`src/urset_pkg.sv`:
```
// constants, field layouts and carrier types of the serial port register bank
// Overview of operation
// - An 8-bit scratch register keeps whatever the host writes and reads it back unchanged.
// - Reset clears all eight interrupt enable bits.
// - Reset makes interrupt source read 0x01, meaning nothing is pending.
// - Reset clears line status bits 0-4 and 7 and sets bits 5-6.
// - Reset clears modem change bits 0-3 while bits 4-7 follow the modem pins.
// - The receive interrupt rises within one clock after the stop bit is sampled.
// - A transmit start bit begins 8 to 24 clocks after the write that clears the empty interrupt.
// - Receive ready goes low within one clock after the stop bit of a received character.
// - Transmit ready goes high within 8 clocks after a start bit begins when no room is left.
// - A host read that empties the receive holding location releases receive ready.
// - A host data write clears the empty interrupt, and a write that leaves room asserts ready; an empty-buffer write while sending releases it for one clock.
// - Line status bit 5 reads one whenever the transmit holding location is empty.
// - Outside loop-back, modem status bits 4-7 are the inverse of the modem input pins.
package urset_pkg;
   localparam logic [2:0] ADR_DATA  = 3'h0;
   localparam logic [2:0] ADR_IEN   = 3'h1;
   localparam logic [2:0] ADR_ISRC  = 3'h2;
   localparam logic [2:0] ADR_LCTL  = 3'h3;
   localparam logic [2:0] ADR_MCTL  = 3'h4;
   localparam logic [2:0] ADR_LSTAT = 3'h5;
   localparam logic [2:0] ADR_MSTAT = 3'h6;
   localparam logic [2:0] ADR_SCR   = 3'h7;

   localparam logic [7:0]  IEN_RST  = 8'h00;
   localparam logic [7:0]  LCTL_RST = 8'h00;
   localparam logic [7:0]  MCTL_RST = 8'h00;
   localparam logic [7:0]  QCTL_RST = 8'h00;
   localparam logic [7:0]  LSTAT_RST = 8'h60;
   localparam logic [15:0] DIV_RST  = 16'h0001;

   localparam int IEN_RX    = 0;
   localparam int IEN_THRE  = 1;
   localparam int IEN_LS    = 2;
   localparam int IEN_MS    = 3;
   localparam int LCTL_BRK  = 6;
   localparam int LCTL_DLAB = 7;
   localparam int MCTL_LOOP = 4;
   localparam int QCTL_RXRST = 1;
   localparam int QCTL_TXRST = 2;
   localparam int LSTAT_THRE = 5;

   localparam logic [7:0] ISRC_NONE = 8'h01;
   localparam logic [7:0] ISRC_LS   = 8'h06;
   localparam logic [7:0] ISRC_RX   = 8'h04;
   localparam logic [7:0] ISRC_THRE = 8'h02;
   localparam logic [7:0] ISRC_MS   = 8'h00;

   // event latencies are counted in receive-clock periods; ref_clk is that clock
   localparam int RCLK_PER_REF      = 1;
   localparam int TX_START_MIN_RCLK = 8;
   localparam int TX_START_MAX_RCLK = 24;
   localparam int TX_START_CYC      = TX_START_MIN_RCLK * RCLK_PER_REF;
   localparam int OVS_SHIFT         = 4;

   typedef struct packed {
      logic       cs_n;
      logic       rd_n;
      logic       wr_n;
      logic [2:0] adr;
      logic [7:0] dat;
      logic       sin;
      logic [3:0] mdm_n;
   } urset_pins_s;

   typedef struct packed {
      logic brk;
      logic frm;
      logic ovr;
   } urset_lserr_s;
endpackage : urset_pkg

```
`src/urset_top.sv`:
```
// serial port register bank with reset state and event timing
`timescale 1ns/100ps
module urset_top (
   input  wire logic       ref_clk,
   input  wire logic       nrst,
   input  wire logic       host_select_n,
   input  wire logic [2:0] host_addr,
   input  wire logic       host_read_strobe_n,
   input  wire logic       host_write_strobe_n,
   input  wire logic [7:0] host_data_in,
   output logic [7:0]      host_data_out,
   output logic            host_data_oe,
   input  wire logic       serial_in,
   output logic            serial_out,
   input  wire logic       cts_n,
   input  wire logic       dsr_n,
   input  wire logic       ri_n,
   input  wire logic       cd_n,
   output logic            dtr_n,
   output logic            rts_n,
   output logic            op1_n,
   output logic            op2_n,
   output logic            irq,
   output logic            receive_ready_n,
   output logic            transmit_ready_n
);
   typedef enum logic [1:0] {RX_IDLE, RX_START, RX_DATA, RX_STOP} urset_rx_e;
   typedef enum logic [1:0] {TX_IDLE, TX_WAIT, TX_SHIFT} urset_tx_e;

   function automatic logic [19:0] bit_period(input logic [15:0] dv);
      bit_period = {dv, 4'h0} - 20'h00001;
   endfunction : bit_period

   function automatic logic [7:0] isrc_of(input logic [7:0] ien, input logic lse,
                                          input logic dr, input logic thre, input logic msd);
      if (ien[urset_pkg::IEN_LS] && lse)
         isrc_of = urset_pkg::ISRC_LS;
      else if (ien[urset_pkg::IEN_RX] && dr)
         isrc_of = urset_pkg::ISRC_RX;
      else if (ien[urset_pkg::IEN_THRE] && thre)
         isrc_of = urset_pkg::ISRC_THRE;
      else if (ien[urset_pkg::IEN_MS] && msd)
         isrc_of = urset_pkg::ISRC_MS;
      else
         isrc_of = urset_pkg::ISRC_NONE;
   endfunction : isrc_of

   urset_pkg::urset_pins_s pin_raw;
   urset_pkg::urset_pins_s sync1_r;
   urset_pkg::urset_pins_s sync2_r;

   logic [7:0]  ien_r, ien_nxt, lcr_r, lcr_nxt, mcr_r, mcr_nxt, qcr_r, qcr_nxt;
   logic [7:0]  scr_r, scr_nxt, rbr_r, rbr_nxt, dout_r, dout_nxt;
   logic [15:0] div_r, div_nxt;
   logic        doe_r, doe_nxt, rd_prev_r, rd_prev_nxt, wr_prev_r, wr_prev_nxt;
   logic        dr_r, dr_nxt, thre_int_r, thre_int_nxt, thre_prev_r, thre_prev_nxt;
   logic        irq_r, irq_nxt, receive_ready_n_n_r, receive_ready_n_n_nxt, transmit_ready_n_n_r, transmit_ready_n_n_nxt;
   logic        sout_r, sout_nxt;
   logic [3:0]  msd_r, msd_nxt, msl_prev_r, mout_n_r, mout_n_nxt;
   urset_pkg::urset_lserr_s lse_r, lse_nxt;

   logic        rd_act, wr_act, rd_go, wr_go, dlab, loop, rx_in;
   logic [3:0]  msl;
   logic [7:0]  lsr_val, isrc_val;
   logic        buf_in_valid, buf_in_ready, buf_out_valid, tx_take, buf_flush;
   logic [7:0]  buf_out_data;

   urset_rx_e   rx_st_r, rx_st_nxt;
   logic [19:0] rx_cnt_r, rx_cnt_nxt;
   logic [2:0]  rx_bit_r, rx_bit_nxt;
   logic [7:0]  rx_sh_r, rx_sh_nxt;
   logic        rx_done;

   urset_tx_e   tx_st_r, tx_st_nxt;
   logic [19:0] tx_cnt_r, tx_cnt_nxt;
   logic [3:0]  tx_bit_r, tx_bit_nxt;
   logic [9:0]  tx_sh_r, tx_sh_nxt;
   logic        tx_line_r, tx_line_nxt;

   assign pin_raw = '{cs_n: host_select_n, rd_n: host_read_strobe_n,
                      wr_n: host_write_strobe_n, adr: host_addr, dat: host_data_in,
                      sin: serial_in, mdm_n: {cd_n, ri_n, dsr_n, cts_n}};

   always_ff @(posedge ref_clk or negedge nrst)
   begin
      if (!nrst)
      begin
         sync1_r <= '1;
         sync2_r <= '1;
      end
      else
      begin
         sync1_r <= pin_raw;
         sync2_r <= sync1_r;
      end
   end

   urset_buf #(.W(8), .DEPTH(2)) u_txbuf (
      .clk       (ref_clk),
      .rst_n     (nrst),
      .flush     (buf_flush),
      .in_data   (sync2_r.dat),
      .in_valid  (buf_in_valid),
      .in_ready  (buf_in_ready),
      .out_data  (buf_out_data),
      .out_valid (buf_out_valid),
      .out_ready (tx_take)
   );

   // receiver: half-bit start check, then mid-bit sampling at 16 x divisor
   always_comb
   begin
      rx_st_nxt  = rx_st_r;
      rx_cnt_nxt = rx_cnt_r;
      rx_bit_nxt = rx_bit_r;
      rx_sh_nxt  = rx_sh_r;
      rx_done    = 1'b0;
      if (rx_cnt_r != '0)
         rx_cnt_nxt = rx_cnt_r - 20'h00001;
      else
         case (rx_st_r)
            RX_IDLE:
               if (!rx_in)
               begin
                  rx_st_nxt  = RX_START;
                  rx_cnt_nxt = bit_period(div_r) >> 1;
               end
            RX_START:
            begin
               rx_st_nxt  = rx_in ? RX_IDLE : RX_DATA;
               rx_cnt_nxt = bit_period(div_r);
               rx_bit_nxt = 3'h0;
            end
            RX_DATA:
            begin
               rx_sh_nxt  = {rx_in, rx_sh_r[7:1]};
               rx_cnt_nxt = bit_period(div_r);
               rx_bit_nxt = rx_bit_r + 3'h1;
               if (rx_bit_r == 3'h7)
                  rx_st_nxt = RX_STOP;
            end
            RX_STOP:
            begin
               rx_done   = 1'b1;
               rx_st_nxt = RX_IDLE;
            end
            default: rx_st_nxt = RX_IDLE;
         endcase
   end

   always_ff @(posedge ref_clk or negedge nrst)
   begin
      if (!nrst)
      begin
         rx_st_r  <= RX_IDLE;
         rx_cnt_r <= '0;
         rx_bit_r <= '0;
         rx_sh_r  <= '0;
      end
      else
      begin
         rx_st_r  <= rx_st_nxt;
         rx_cnt_r <= rx_cnt_nxt;
         rx_bit_r <= rx_bit_nxt;
         rx_sh_r  <= rx_sh_nxt;
      end
   end

   // transmitter: fixed lead-in after taking a word, then start, 8 data, stop
   always_comb
   begin
      tx_st_nxt   = tx_st_r;
      tx_cnt_nxt  = tx_cnt_r;
      tx_bit_nxt  = tx_bit_r;
      tx_sh_nxt   = tx_sh_r;
      tx_line_nxt = tx_line_r;
      tx_take     = (tx_st_r == TX_IDLE);
      if (tx_st_r != TX_IDLE && tx_cnt_r != '0)
         tx_cnt_nxt = tx_cnt_r - 20'h00001;
      else
         case (tx_st_r)
            TX_IDLE:
               if (buf_out_valid)
               begin
                  tx_st_nxt  = TX_WAIT;
                  tx_cnt_nxt = 20'(urset_pkg::TX_START_CYC - 1);
                  tx_sh_nxt  = {1'b1, buf_out_data, 1'b0};
               end
            TX_WAIT, TX_SHIFT:
            begin
               tx_cnt_nxt = bit_period(div_r);
               if (tx_st_r == TX_SHIFT && tx_bit_r == 4'h9)
               begin
                  tx_st_nxt   = TX_IDLE;
                  tx_line_nxt = 1'b1;
               end
               else
               begin
                  tx_line_nxt = tx_sh_r[0];
                  tx_sh_nxt   = {1'b1, tx_sh_r[9:1]};
                  tx_bit_nxt  = (tx_st_r == TX_WAIT) ? 4'h0 : tx_bit_r + 4'h1;
                  tx_st_nxt   = TX_SHIFT;
               end
            end
            default: tx_st_nxt = TX_IDLE;
         endcase
   end

   always_ff @(posedge ref_clk or negedge nrst)
   begin
      if (!nrst)
      begin
         tx_st_r   <= TX_IDLE;
         tx_cnt_r  <= '0;
         tx_bit_r  <= '0;
         tx_sh_r   <= '1;
         tx_line_r <= 1'b1;
      end
      else
      begin
         tx_st_r   <= tx_st_nxt;
         tx_cnt_r  <= tx_cnt_nxt;
         tx_bit_r  <= tx_bit_nxt;
         tx_sh_r   <= tx_sh_nxt;
         tx_line_r <= tx_line_nxt;
      end
   end

   // host side: strobe edges, register file, status and pin outputs
   always_comb
   begin
      dlab   = lcr_r[urset_pkg::LCTL_DLAB];
      loop   = mcr_r[urset_pkg::MCTL_LOOP];
      rx_in  = loop ? tx_line_r : sync2_r.sin;
      msl    = loop ? {mcr_r[3], mcr_r[2], mcr_r[0], mcr_r[1]} : ~sync2_r.mdm_n;
      rd_act = !sync2_r.cs_n && !sync2_r.rd_n;
      wr_act = !sync2_r.cs_n && !sync2_r.wr_n;
      rd_go  = rd_act && !rd_prev_r;
      wr_go  = wr_act && !wr_prev_r;
      lsr_val = {lse_r.brk | lse_r.frm, !buf_out_valid && tx_st_r == TX_IDLE,
                 !buf_out_valid, lse_r.brk, lse_r.frm, 1'b0, lse_r.ovr, dr_r};
      isrc_val = isrc_of(ien_r, |lse_r, dr_r, thre_int_r, |msd_r);
      rd_prev_nxt = rd_act;
      wr_prev_nxt = wr_act;
      doe_nxt  = rd_act;
      dout_nxt = dout_r;
      ien_nxt = ien_r;
      lcr_nxt = lcr_r;
      mcr_nxt = mcr_r;
      qcr_nxt = qcr_r;
      scr_nxt = scr_r;
      div_nxt = div_r;
      rbr_nxt = rbr_r;
      dr_nxt  = dr_r;
      lse_nxt = lse_r;
      msd_nxt = msd_r;
      thre_int_nxt  = thre_int_r;
      thre_prev_nxt = !buf_out_valid;
      buf_flush     = 1'b0;
      buf_in_valid  = wr_go && sync2_r.adr == urset_pkg::ADR_DATA && !dlab;
      if (rd_go)
         case (sync2_r.adr)
            urset_pkg::ADR_DATA:
            begin
               dout_nxt = dlab ? div_r[7:0] : rbr_r;
               if (!dlab)
                  dr_nxt = 1'b0;
            end
            urset_pkg::ADR_IEN:  dout_nxt = dlab ? div_r[15:8] : ien_r;
            urset_pkg::ADR_ISRC:
            begin
               dout_nxt = isrc_val;
               if (isrc_val == urset_pkg::ISRC_THRE)
                  thre_int_nxt = 1'b0;
            end
            urset_pkg::ADR_LCTL: dout_nxt = lcr_r;
            urset_pkg::ADR_MCTL: dout_nxt = mcr_r;
            urset_pkg::ADR_LSTAT:
            begin
               dout_nxt = lsr_val;
               lse_nxt  = '0;
            end
            urset_pkg::ADR_MSTAT:
            begin
               dout_nxt = {msl, msd_r};
               msd_nxt  = 4'h0;
            end
            default: dout_nxt = scr_r;
         endcase
      if (wr_go)
         case (sync2_r.adr)
            urset_pkg::ADR_DATA:
               if (dlab)
                  div_nxt[7:0] = sync2_r.dat;
               else
                  thre_int_nxt = 1'b0;
            urset_pkg::ADR_IEN:
               if (dlab)
                  div_nxt[15:8] = sync2_r.dat;
               else
                  ien_nxt = sync2_r.dat;
            urset_pkg::ADR_ISRC:
            begin
               qcr_nxt   = sync2_r.dat;
               buf_flush = sync2_r.dat[urset_pkg::QCTL_TXRST];
               if (sync2_r.dat[urset_pkg::QCTL_RXRST])
                  dr_nxt = 1'b0;
            end
            urset_pkg::ADR_LCTL: lcr_nxt = sync2_r.dat;
            urset_pkg::ADR_MCTL: mcr_nxt = {3'h0, sync2_r.dat[4:0]};
            urset_pkg::ADR_SCR:  scr_nxt = sync2_r.dat;
            default: scr_nxt = scr_r;
         endcase
      // hardware events after the clears so that a set in the same cycle wins
      if (rx_done)
      begin
         rbr_nxt = rx_sh_r;
         dr_nxt  = 1'b1;
         lse_nxt.ovr = lse_nxt.ovr | dr_r;
         lse_nxt.frm = lse_nxt.frm | !rx_in;
         lse_nxt.brk = lse_nxt.brk | (!rx_in && rx_sh_r == 8'h00);
      end
      if (!buf_out_valid && !thre_prev_r)
         thre_int_nxt = 1'b1;
      msd_nxt[0] = msd_nxt[0] | (msl[0] ^ msl_prev_r[0]);
      msd_nxt[1] = msd_nxt[1] | (msl[1] ^ msl_prev_r[1]);
      msd_nxt[2] = msd_nxt[2] | (!msl[2] && msl_prev_r[2]);
      msd_nxt[3] = msd_nxt[3] | (msl[3] ^ msl_prev_r[3]);
      irq_nxt     = isrc_of(ien_nxt, |lse_nxt, dr_nxt, thre_int_nxt, |msd_nxt) !=
                    urset_pkg::ISRC_NONE;
      receive_ready_n_n_nxt = !dr_nxt;
      transmit_ready_n_n_nxt = !buf_in_ready || (buf_in_valid && !buf_out_valid && !tx_take);
      mout_n_nxt  = mcr_nxt[urset_pkg::MCTL_LOOP] ? 4'hF : ~mcr_nxt[3:0];
      sout_nxt    = mcr_nxt[urset_pkg::MCTL_LOOP] ? 1'b1 :
                    (!lcr_nxt[urset_pkg::LCTL_BRK] && tx_line_nxt);
   end

   always_ff @(posedge ref_clk or negedge nrst)
   begin
      if (!nrst)
      begin
         ien_r <= urset_pkg::IEN_RST;
         lcr_r <= urset_pkg::LCTL_RST;
         mcr_r <= urset_pkg::MCTL_RST;
         qcr_r <= urset_pkg::QCTL_RST;
         scr_r <= 8'h00;
         div_r <= urset_pkg::DIV_RST;
         rbr_r <= 8'h00;
         dr_r  <= 1'b0;
         lse_r <= '0;
         msd_r <= 4'h0;
         msl_prev_r  <= 4'h0;
         thre_int_r  <= 1'b0;
         thre_prev_r <= 1'b1;
         rd_prev_r <= 1'b0;
         wr_prev_r <= 1'b0;
         dout_r    <= 8'h00;
         doe_r     <= 1'b0;
         irq_r     <= 1'b0;
         receive_ready_n_n_r <= 1'b1;
         transmit_ready_n_n_r <= 1'b0;
         mout_n_r  <= 4'hF;
         sout_r    <= 1'b1;
      end
      else
      begin
         ien_r <= ien_nxt;
         lcr_r <= lcr_nxt;
         mcr_r <= mcr_nxt;
         qcr_r <= qcr_nxt;
         scr_r <= scr_nxt;
         div_r <= div_nxt;
         rbr_r <= rbr_nxt;
         dr_r  <= dr_nxt;
         lse_r <= lse_nxt;
         msd_r <= msd_nxt;
         msl_prev_r  <= msl;
         thre_int_r  <= thre_int_nxt;
         thre_prev_r <= thre_prev_nxt;
         rd_prev_r <= rd_prev_nxt;
         wr_prev_r <= wr_prev_nxt;
         dout_r    <= dout_nxt;
         doe_r     <= doe_nxt;
         irq_r     <= irq_nxt;
         receive_ready_n_n_r <= receive_ready_n_n_nxt;
         transmit_ready_n_n_r <= transmit_ready_n_n_nxt;
         mout_n_r  <= mout_n_nxt;
         sout_r    <= sout_nxt;
      end
   end

   assign host_data_out    = dout_r;
   assign host_data_oe     = doe_r;
   assign serial_out       = sout_r;
   assign {op2_n, op1_n, rts_n, dtr_n} = mout_n_r;
   assign irq              = irq_r;
   assign receive_ready_n  = receive_ready_n_n_r;
   assign transmit_ready_n = transmit_ready_n_n_r;

   a_scr_readback: assert property (@(posedge ref_clk) disable iff (!nrst)
      (wr_go && sync2_r.adr == urset_pkg::ADR_SCR) |=> (scr_r == $past(sync2_r.dat)))
      else $error("scratch register lost the written value");
   a_ien_reset: assert property (@(posedge ref_clk)
      $rose(nrst) |-> (ien_r == 8'h00))
      else $error("interrupt enable not clear after reset");
   a_isrc_idle: assert property (@(posedge ref_clk) disable iff (!nrst)
      (!dr_r && !thre_int_r && lse_r == '0 && msd_r == 4'h0) |-> (isrc_val == 8'h01))
      else $error("interrupt source not idle with nothing pending");
   a_lsr_reset: assert property (@(posedge ref_clk)
      $rose(nrst) |-> (lsr_val == 8'h60))
      else $error("line status wrong after reset");
   a_msr_levels: assert property (@(posedge ref_clk) disable iff (!nrst)
      !mcr_r[4] |-> (msl == ~sync2_r.mdm_n))
      else $error("modem status levels do not follow the pins");
   a_rx_irq_time: assert property (@(posedge ref_clk) disable iff (!nrst)
      (rx_done && ien_r[0]) |=> irq_r)
      else $error("receive interrupt late");
   a_rx_ready_time: assert property (@(posedge ref_clk) disable iff (!nrst)
      rx_done |=> !receive_ready_n)
      else $error("receive ready late");
   a_rx_ready_clear: assert property (@(posedge ref_clk) disable iff (!nrst)
      (rd_go && sync2_r.adr == 3'h0 && !dlab && !rx_done) |=> ##1 receive_ready_n)
      else $error("receive ready not released by data read");
   a_tx_start_time: assert property (@(posedge ref_clk) disable iff (!nrst)
      (tx_take && buf_out_valid) |-> ##[8:24] (tx_st_r == TX_SHIFT && !tx_line_r))
      else $error("start bit outside the allowed window");
   a_thre_clear: assert property (@(posedge ref_clk) disable iff (!nrst)
      (wr_go && sync2_r.adr == 3'h0 && !dlab && (buf_out_valid || thre_prev_r)) |=> !thre_int_r)
      else $error("data write did not clear empty interrupt");
   a_transmit_ready_n_full: assert property (@(posedge ref_clk) disable iff (!nrst)
      (!buf_in_ready && $rose(tx_st_r == TX_SHIFT)) |-> ##[0:8] transmit_ready_n)
      else $error("transmit ready not released after start");
   a_thre_flag: assert property (@(posedge ref_clk) disable iff (!nrst)
      buf_in_valid |=> !lsr_val[5])
      else $error("line status bit 5 set with data queued");

   c_rx_char: cover property (@(posedge ref_clk) disable iff (!nrst) rx_done ##1 irq_r);
   c_tx_frame: cover property (@(posedge ref_clk) disable iff (!nrst)
      (tx_st_r == TX_SHIFT && tx_bit_r == 4'h9));
   c_buf_full: cover property (@(posedge ref_clk) disable iff (!nrst) transmit_ready_n);
   c_scr_write: cover property (@(posedge ref_clk) disable iff (!nrst)
      (wr_go && sync2_r.adr == urset_pkg::ADR_SCR));
endmodule : urset_top

```
`src/urset_buf.sv`:
```
// two-entry valid/ready buffer in the transmit data path
`timescale 1ns/100ps
module urset_buf #(
   parameter int W     = 8,
   parameter int DEPTH = 2,
   parameter int AW    = $clog2(DEPTH)
)(
   input  wire logic         clk,
   input  wire logic         rst_n,
   input  wire logic         flush,
   input  wire logic [W-1:0] in_data,
   input  wire logic         in_valid,
   output logic              in_ready,
   output logic [W-1:0]      out_data,
   output logic              out_valid,
   input  wire logic         out_ready
);
   logic [W-1:0]  mem_r   [DEPTH];
   logic [W-1:0]  mem_nxt [DEPTH];
   logic [AW-1:0] wp_r;
   logic [AW-1:0] wp_nxt;
   logic [AW-1:0] rp_r;
   logic [AW-1:0] rp_nxt;
   logic [AW:0]   cnt_r;
   logic [AW:0]   cnt_nxt;
   logic          push;
   logic          pop;

   assign in_ready  = (cnt_r != (AW+1)'(DEPTH));
   assign out_valid = (cnt_r != '0);
   assign out_data  = mem_r[rp_r];

   always_comb
   begin
      push    = in_valid && in_ready;
      pop     = out_valid && out_ready;
      mem_nxt = mem_r;
      wp_nxt  = wp_r;
      rp_nxt  = rp_r;
      if (push)
      begin
         mem_nxt[wp_r] = in_data;
         wp_nxt = (wp_r == AW'(DEPTH-1)) ? '0 : wp_r + 1'b1;
      end
      if (pop)
         rp_nxt = (rp_r == AW'(DEPTH-1)) ? '0 : rp_r + 1'b1;
      cnt_nxt = cnt_r + (AW+1)'(push) - (AW+1)'(pop);
      if (flush)
      begin
         wp_nxt  = '0;
         rp_nxt  = '0;
         cnt_nxt = '0;
      end
   end

   always_ff @(posedge clk or negedge rst_n)
   begin
      if (!rst_n)
      begin
         wp_r  <= '0;
         rp_r  <= '0;
         cnt_r <= '0;
      end
      else
      begin
         wp_r  <= wp_nxt;
         rp_r  <= rp_nxt;
         cnt_r <= cnt_nxt;
      end
   end

   // storage needs no reset; the count guards every read
   always_ff @(posedge clk)
   begin
      mem_r <= mem_nxt;
   end
endmodule : urset_buf

```
`config.mk`:
```
export PLATFORM = sky130hd
export DESIGN_NAME = urset_top
export DESIGN_NICKNAME = d
export VERILOG_FILES = /design/src/urset_pkg.sv /design/src/urset_top.sv /design/src/urset_buf.sv
export SDC_FILE = /design/constraint.sdc
export NUM_CORES = 1
export LEC_CHECK = 0
export ABC_AREA = 1
export BUFFER_PORTS_ARGS = -buffer_cell sky130_fd_sc_hd__buf_2
export CORE_MARGIN = 2
export CORE_UTILIZATION = 40
export CTS_BUF_LIST = sky130_fd_sc_hd__clkbuf_4
export CTS_CLUSTER_DIAMETER = 50
export DETAILED_ROUTE_END_ITERATION = 10
export PLACE_DENSITY = 0.53
export SLEW_MARGIN = 40
export SYNTH_ARGS = -nofsm -noshare
export SYNTH_HDL_FRONTEND = slang
export SYNTH_SLANG_ARGS = --single-unit
```
`constraint.sdc`:
```
create_clock -name ref_clk -period 3.4 [get_ports ref_clk]
set_input_delay 0.51 -clock ref_clk [delete_from_list [all_inputs] [get_ports ref_clk]]
set_output_delay 0.51 -clock ref_clk [all_outputs]
set_load 0.03 [all_outputs]
```
---- Word level (Yosys, flattened, before mapping) ----
Cells that the tools add are included.
word-level totals
  bits in registers ....................... 213
  bits in latches ......................... 0
  RAM bits ................................ 0
  bits in read-only memories .............. 0
  bits of input ports ..................... 21
  output and inout port bits .............. 17
  logic and storage cells ................. 260
  memories ................................ 0
operators by class
  add/subtract/negate cells ............... 9
  multipliers ............................. 0
  div/mod/pow operators ................... 0
  magnitude comparators ................... 3
  equal/unequal tests ..................... 23
  shift operators ......................... 0
  mux-type cells .......................... 79
  bitwise operators ....................... 19
  reductions and logical operators ........ 74
operators by type and width
  kind                                                                  number
  20-bit 2-to-1 mux                                                     4
  20-bit one-hot mux with 2 select lines                                2
  20-bit by 1-bit subtractor with 20-bit output, second input constant  3
  8-bit one-hot mux with 7 select lines                                 1
  8-bit 2-to-1 mux                                                      6
  20-bit nonzero test                                                   2
  4-bit 2-to-1 mux                                                      8
  1-bit 2-to-1 mux                                                      31
  1-bit logical AND                                                     26
  3-bit 2-to-1 mux                                                      7
  10-bit 2-to-1 mux                                                     2
  10-bit one-hot mux with 2 select lines                                1
  16-bit bitwise mux                                                    1
  2-bit 2-to-1 mux                                                      8
  3-bit == test, second input constant                                  5
  3-bit AND reduction                                                   5
  1-bit logical NOT                                                     14
  7-bit 2-to-1 mux                                                      2
  2-bit AND reduction                                                   7
  2-bit nonzero test                                                    6
  5-bit 2-to-1 mux                                                      2
  2-bit != test, second input constant                                  5
  8-bit demux with 1-bit select                                         1
  8-bit by 2-bit == test with 1-bit output, second input constant       1
  32 further kinds                                                      57

---- Logic depth before layout (Yosys ltp) ----
  depth in word-level cells ............... 19
  gate-level depth with buffers ........... 14
  depth with buffers taken out ............ 13

---- Cells and area by module ----
Synthesis repeated with hierarchy kept, for this count alone.
second synthesis, totals
  cells, all modules ...................... 1351
  area, all modules ....................... 10749.1 um2
modules (own cells, without submodules)
  module     times used  cells each  area an instance (um2)
  urset_top  1           1276        9917.0
  urset_buf  1           75          832.0

---- Worst setup path after synthesis ----
Ideal clock, no wire load.
  path type ............................... reg-to-reg
  start point ............................. register tx_st_r[1]
  end point ............................... register tx_cnt_r[3]
  arrival time ............................ 1.631 ns
  setup slack ............................. 1.642 ns
  stages on the path, launching flop included .. 11
  buffers on the path ..................... 1
  clock period less this slack ............ 1.758 ns
  path through ............................ dfrtp_1 -> inv_1 -> ha_1 -> inv_2 -> a21oi_2 -> inv_1 -> nand2_4 -> inv_2 -> buf_4 -> nand2_1 -> nand3b_1
between the ends
  longest elaborated chain between the ends .. 4
  elaborated cells on any way between the ends .. 11
  classes of those cells .................. eq/ne: 3; mux: 2; reduce/logical: 6
ends and longest elaborated chain
  what                                                                  RTL line                            RTL
  start, declared                                                       urset_top.sv:74                     urset_tx_e tx_st_r, tx_st_nxt;
  start signal, assigned                                                urset_top.sv:221                    tx_st_r <= tx_st_nxt;
  2-bit == test, or another cell as far along                           urset_top.sv:181                    case (tx_st_r)
  2-bit OR reduction / 1-bit logical AND (equally long branches)        urset_top.sv:181, urset_top.sv:178
  20-bit one-hot mux with 2 select lines, or another cell as far along  urset_top.sv:181
  20-bit 2-to-1 mux / 2-bit AND reduction (equally long branches)       --
  end signal, assigned                                                  urset_top.sv:222                    tx_cnt_r <= tx_cnt_nxt;
  end, declared                                                         urset_top.sv:75                     logic [19:0] tx_cnt_r, tx_cnt_nxt;
Parallel ways exist; a longest one is shown, timed or not.
A chain may end at the register's enable or synchronous reset.

---- Worst setup path in the final report ----
  start point ............................. register lcr_r[7]
  end point ............................... register u_txbuf.mem_r[1] (netlist bit) (enable)
between the ends
  longest elaborated chain between the ends .. 3
ends and longest elaborated chain
  what                    RTL line          RTL
  start, declared         urset_top.sv:52   logic [7:0] ien_r, ien_nxt, lcr_r, lcr_nxt, mcr_r, mcr_nxt, qcr_r, qcr_nxt;
  start signal, assigned  urset_top.sv:343  lcr_r <= urset_pkg::LCTL_RST;
  start signal, assigned  urset_top.sv:368  lcr_r <= lcr_nxt;
  1-bit logical NOT       --
  1-bit logical AND       urset_top.sv:260  buf_in_valid = wr_go && sync2_r.adr == urset_pkg::ADR_DATA && !dlab;
  1-bit logical AND       urset_buf.sv:35   push = in_valid && in_ready;
  end signal, assigned    urset_buf.sv:75   mem_r <= mem_nxt;
  end, declared           urset_buf.sv:18   logic [W-1:0] mem_r [DEPTH];
No other way between the ends.

==> results.txt <==
Status - finished, final reports clean
Startpoint Class - register
Mapped Nets - 1327
Sequential area share after synthesis - 50.8%
Commonest cells after routing, fill and taps aside - 366 x nand2_1, 145 x inv_1, 140 x dfrtp_1
Setup TNS - 0 ns
WS Path Type - reg -> reg
Unrepaired setup endpoints after global routing - false
Worst Skew - 0.0520 ns
FMAX - 435 MHz
Clk pwr share - 36.8%
Worst-path cell chain - inv_1 -> nand3_1 -> nor2_1 -> nand2_1 -> nor2_1
NumNets Final - 1424
Primary FF master, synth - dfrtp_1
Cell mode on critical path - nor2_1
Pwr/cell area - 535 nW/um^2
Flops & latches, synth - 212
WP depth - 5
R2R depth - 5
Req. time, crit path - 3.74 ns
Die Ht - 168 um
Setup crit end kind - register
Hold-critical path depth - 0
Int Pwr - 0.00447 W
HPWL after detailed placement - 19500 um
EDFF count, synth - 16
CTS HTree Levels - 2
CTS buffer count - 57
Layout area overhead - 14.0%
Final setup fails - 0
Core area - 26200 sq um
Net Switching - 0.00209 W
CTS tree - built
CTS Sinks - 212
Clock Latency Late Sink - 0.72 ns
Number of port buffers - 37
Layout cells sized above 1 - 19.3%
Reg2reg setup slack - 1.10 ns
Max_cap viols - 0
# DRC - 0
Ys async rst share - 92.5%
Post-Syn Area - 10700 sq um
Comb power frac - 17.2%
Sequential Power Share - 46.0%
Num rows - 59
Worst setup startpoint - lcr_r[7]
CTS Hold Bufs - 20
Yosys cell types - 55
Vias/cell - 4.88
Warnings, synthesis - 0
Routed len/inst - 15.4 um
Post-route ant nets - 0
Tot Pwr - 0.00655 W
Routability cong. - 0.917
Worst reg2reg startpoint - lcr_r[7]
Syn Area/Cell - 8.35 sq um
Hold Path Class - reg -> reg
Crit path buf inv count - 1
Endpoints failing hold - 0
CP peak stage delay - 0.53 ns
Period utilization - 67.6%
Number of antenna violations at the first check in global routing - 1
CP max FO - 14
Switch share - 31.8%
VDD IR max - 0.338 mV
DR iter-0 viols - 575
Drt first pass iters - 5
FILL cells - 2611
Worst-Margin Slew - 0.696 ns
Commonest non-fill, non-tap cell in the layout - nand2_1
Clock transition at path regs - 0.07 ns
Slew Limit Fails - 0
Chip width - 168 um
Worst slew margin - 53.6%
Post-CTS setup buffer count - 0
DRT Wirelength - 27200 um
DIE AREA - 28200 sq um
Pin count of the biggest net entering global routing - 81
All-Layer GR Usage - 19.9%
CP arrival - 2.64 ns
Clock root buffer - clkbuf_4
Final min period - 2.30 ns
Crit-path slowest cell - nor2_1
Critical path endpoint - u_txbuf.mem_r[1]
First-pass GRT wire length - 44600 um
Via Count - 8616
CTS max path bufs - 3
Mapped Cells - 1286
Resize count post-CTS - 0
Number of I/O pins - 38
Starting Density - 41.0%
Top delay family on crit path - simple AND/OR/NAND/NOR gates
Critical R2R Capture - u_txbuf.mem_r[1]
Number of global-route vias before repair - 8575
Leak pwr - 5.74 nW
Gr ovfl total - 0
worst register-to-register path: cells and delay by family, from the launching register on:
kind / cells / cell delay, ns
simple gates: 4 / 1.02
flops: 1 / 0.51
buf+inv: 1 / 0.40
area by class of cell:
class	instances	area (sq um)	share of cell area, %
Sequential cell	212	5460	44.5
Multi-Input combinational cell	892	4550	37.1
Clock buffer	92	691	5.64
Inverter	158	598	4.88
Timing Repair Buffer	62	444	3.63
Tap cell	335	419	3.42
Clock inverter	14	91.3	0.746
Antenna cell	1	2.50	0.0204
routing by layer:
metal / GRT usage [%] / up-vias / share of wire, %
met5: 0 / - / 0
met4: 8.70 / 0 / 3.5
met3: 3.88 / 72 / 4.4
met2: 32.0 / 179 / 46
met1: 26.3 / 4007 / 46
li1: - / 4358 / -
cell usage after synthesis, drive strengths merged, types with 2 or more instances:
| library cell | number | share of area [%] |
|---|---|---|
| nand2 | 381 | 14 |
| inv | 157 | 5.5 |
| nor2 | 147 | 6.8 |
| dfrtp | 140 | 33 |
| o21ai | 118 | 5.6 |
| nand3 | 85 | 4.4 |
| dfstp | 56 | 14 |
| a21oi | 40 | 1.9 |
| ha | 20 | 2.3 |
| buf | 17 | 1.1 |
| edfxtp | 16 | 4.5 |
| xor2 | 16 | 1.3 |
| nor3 | 15 | 0.94 |
| nand4 | 11 | 0.64 |
| o211ai | 11 | 0.77 |
| xnor2 | 8 | 0.65 |
| clkbuf | 7 | 0.24 |
| and2 | 6 | 0.35 |
| o21bai | 6 | 0.42 |
| mux2 | 5 | 0.52 |
| or2 | 4 | 0.23 |
| o21a | 3 | 0.21 |
| a21boi | 2 | 0.14 |
| a22oi | 2 | 0.19 |
| a31oi | 2 | 0.12 |
| nand3b | 2 | 0.26 |
| nor4 | 2 | 0.12 |
| o2111ai | 2 | 0.16 |
flip-flops by register name (all words and copies together) (netlist names), 9 cells and up, named ones only:
signal / flops
rx_cnt_r: 20
div_r: 16
tx_sh_r: 9
u_txbuf.mem_r: 16
tx_cnt_r: 20
sync2_r: 19
sync1_r: 19
logic make-up (layout without fill, tap and decap cells):
family,after synthesis,count (layout),synth area share (%)
compound gates,190,190,9.80
buf+inv,182,326,6.92
fa+ha+maj,20,20,2.33
simple gates,653,653,27.7
xor+xnor,24,24,1.96
flops,212,212,50.8
mux,5,5,0.524
other cells,0,1,0
per-stage QoR:
stage | worst slack [ns] | area, sq um | hold WS (ns) | instances | utilization (%)
floorplan | 1.64 | 10700 | 0.214 | 1286 | -
global placement | 1.19 | 11300 | 0.346 | 1639 | 43.0
detailed placement | 1.14 | 11300 | 0.347 | 1639 | 43.0
CTS | 1.11 | 12200 | 0.310 | 1765 | 46.7
global route | 0.847 | 12200 | 0.339 | 1766 | 46.7
finish | 1.10 | 12200 | 0.308 | 1766 | 46.7
how the worst min path moves through the flow:
stage	startpoint	end	slack [ns]
final	sync1_r[14]	sync2_r[14]	0.31
after detailed placement	sync1_r[9]	sync2_r[9]	0.35
after floorplan	nrst	async pin	0.21
after global routing	sync1_r[14]	sync2_r[14]	0.34
after CTS	sync1_r[14]	sync2_r[14]	0.31
after global placement	sync1_r[17]	sync2_r[17]	0.35
power groups by stage:
stage	registers (W)	logic [W]	clock network [W]
detailed placement	0.00306	0.00111	0
global route	0.00305	0.00127	0.00263
CTS	0.00302	0.00113	0.00250
finish	0.00301	0.00112	0.00241
global placement	0.00306	0.00110	0
floorplan	0.00305	0.000694	0
Power figures use the tool's default switching activity.
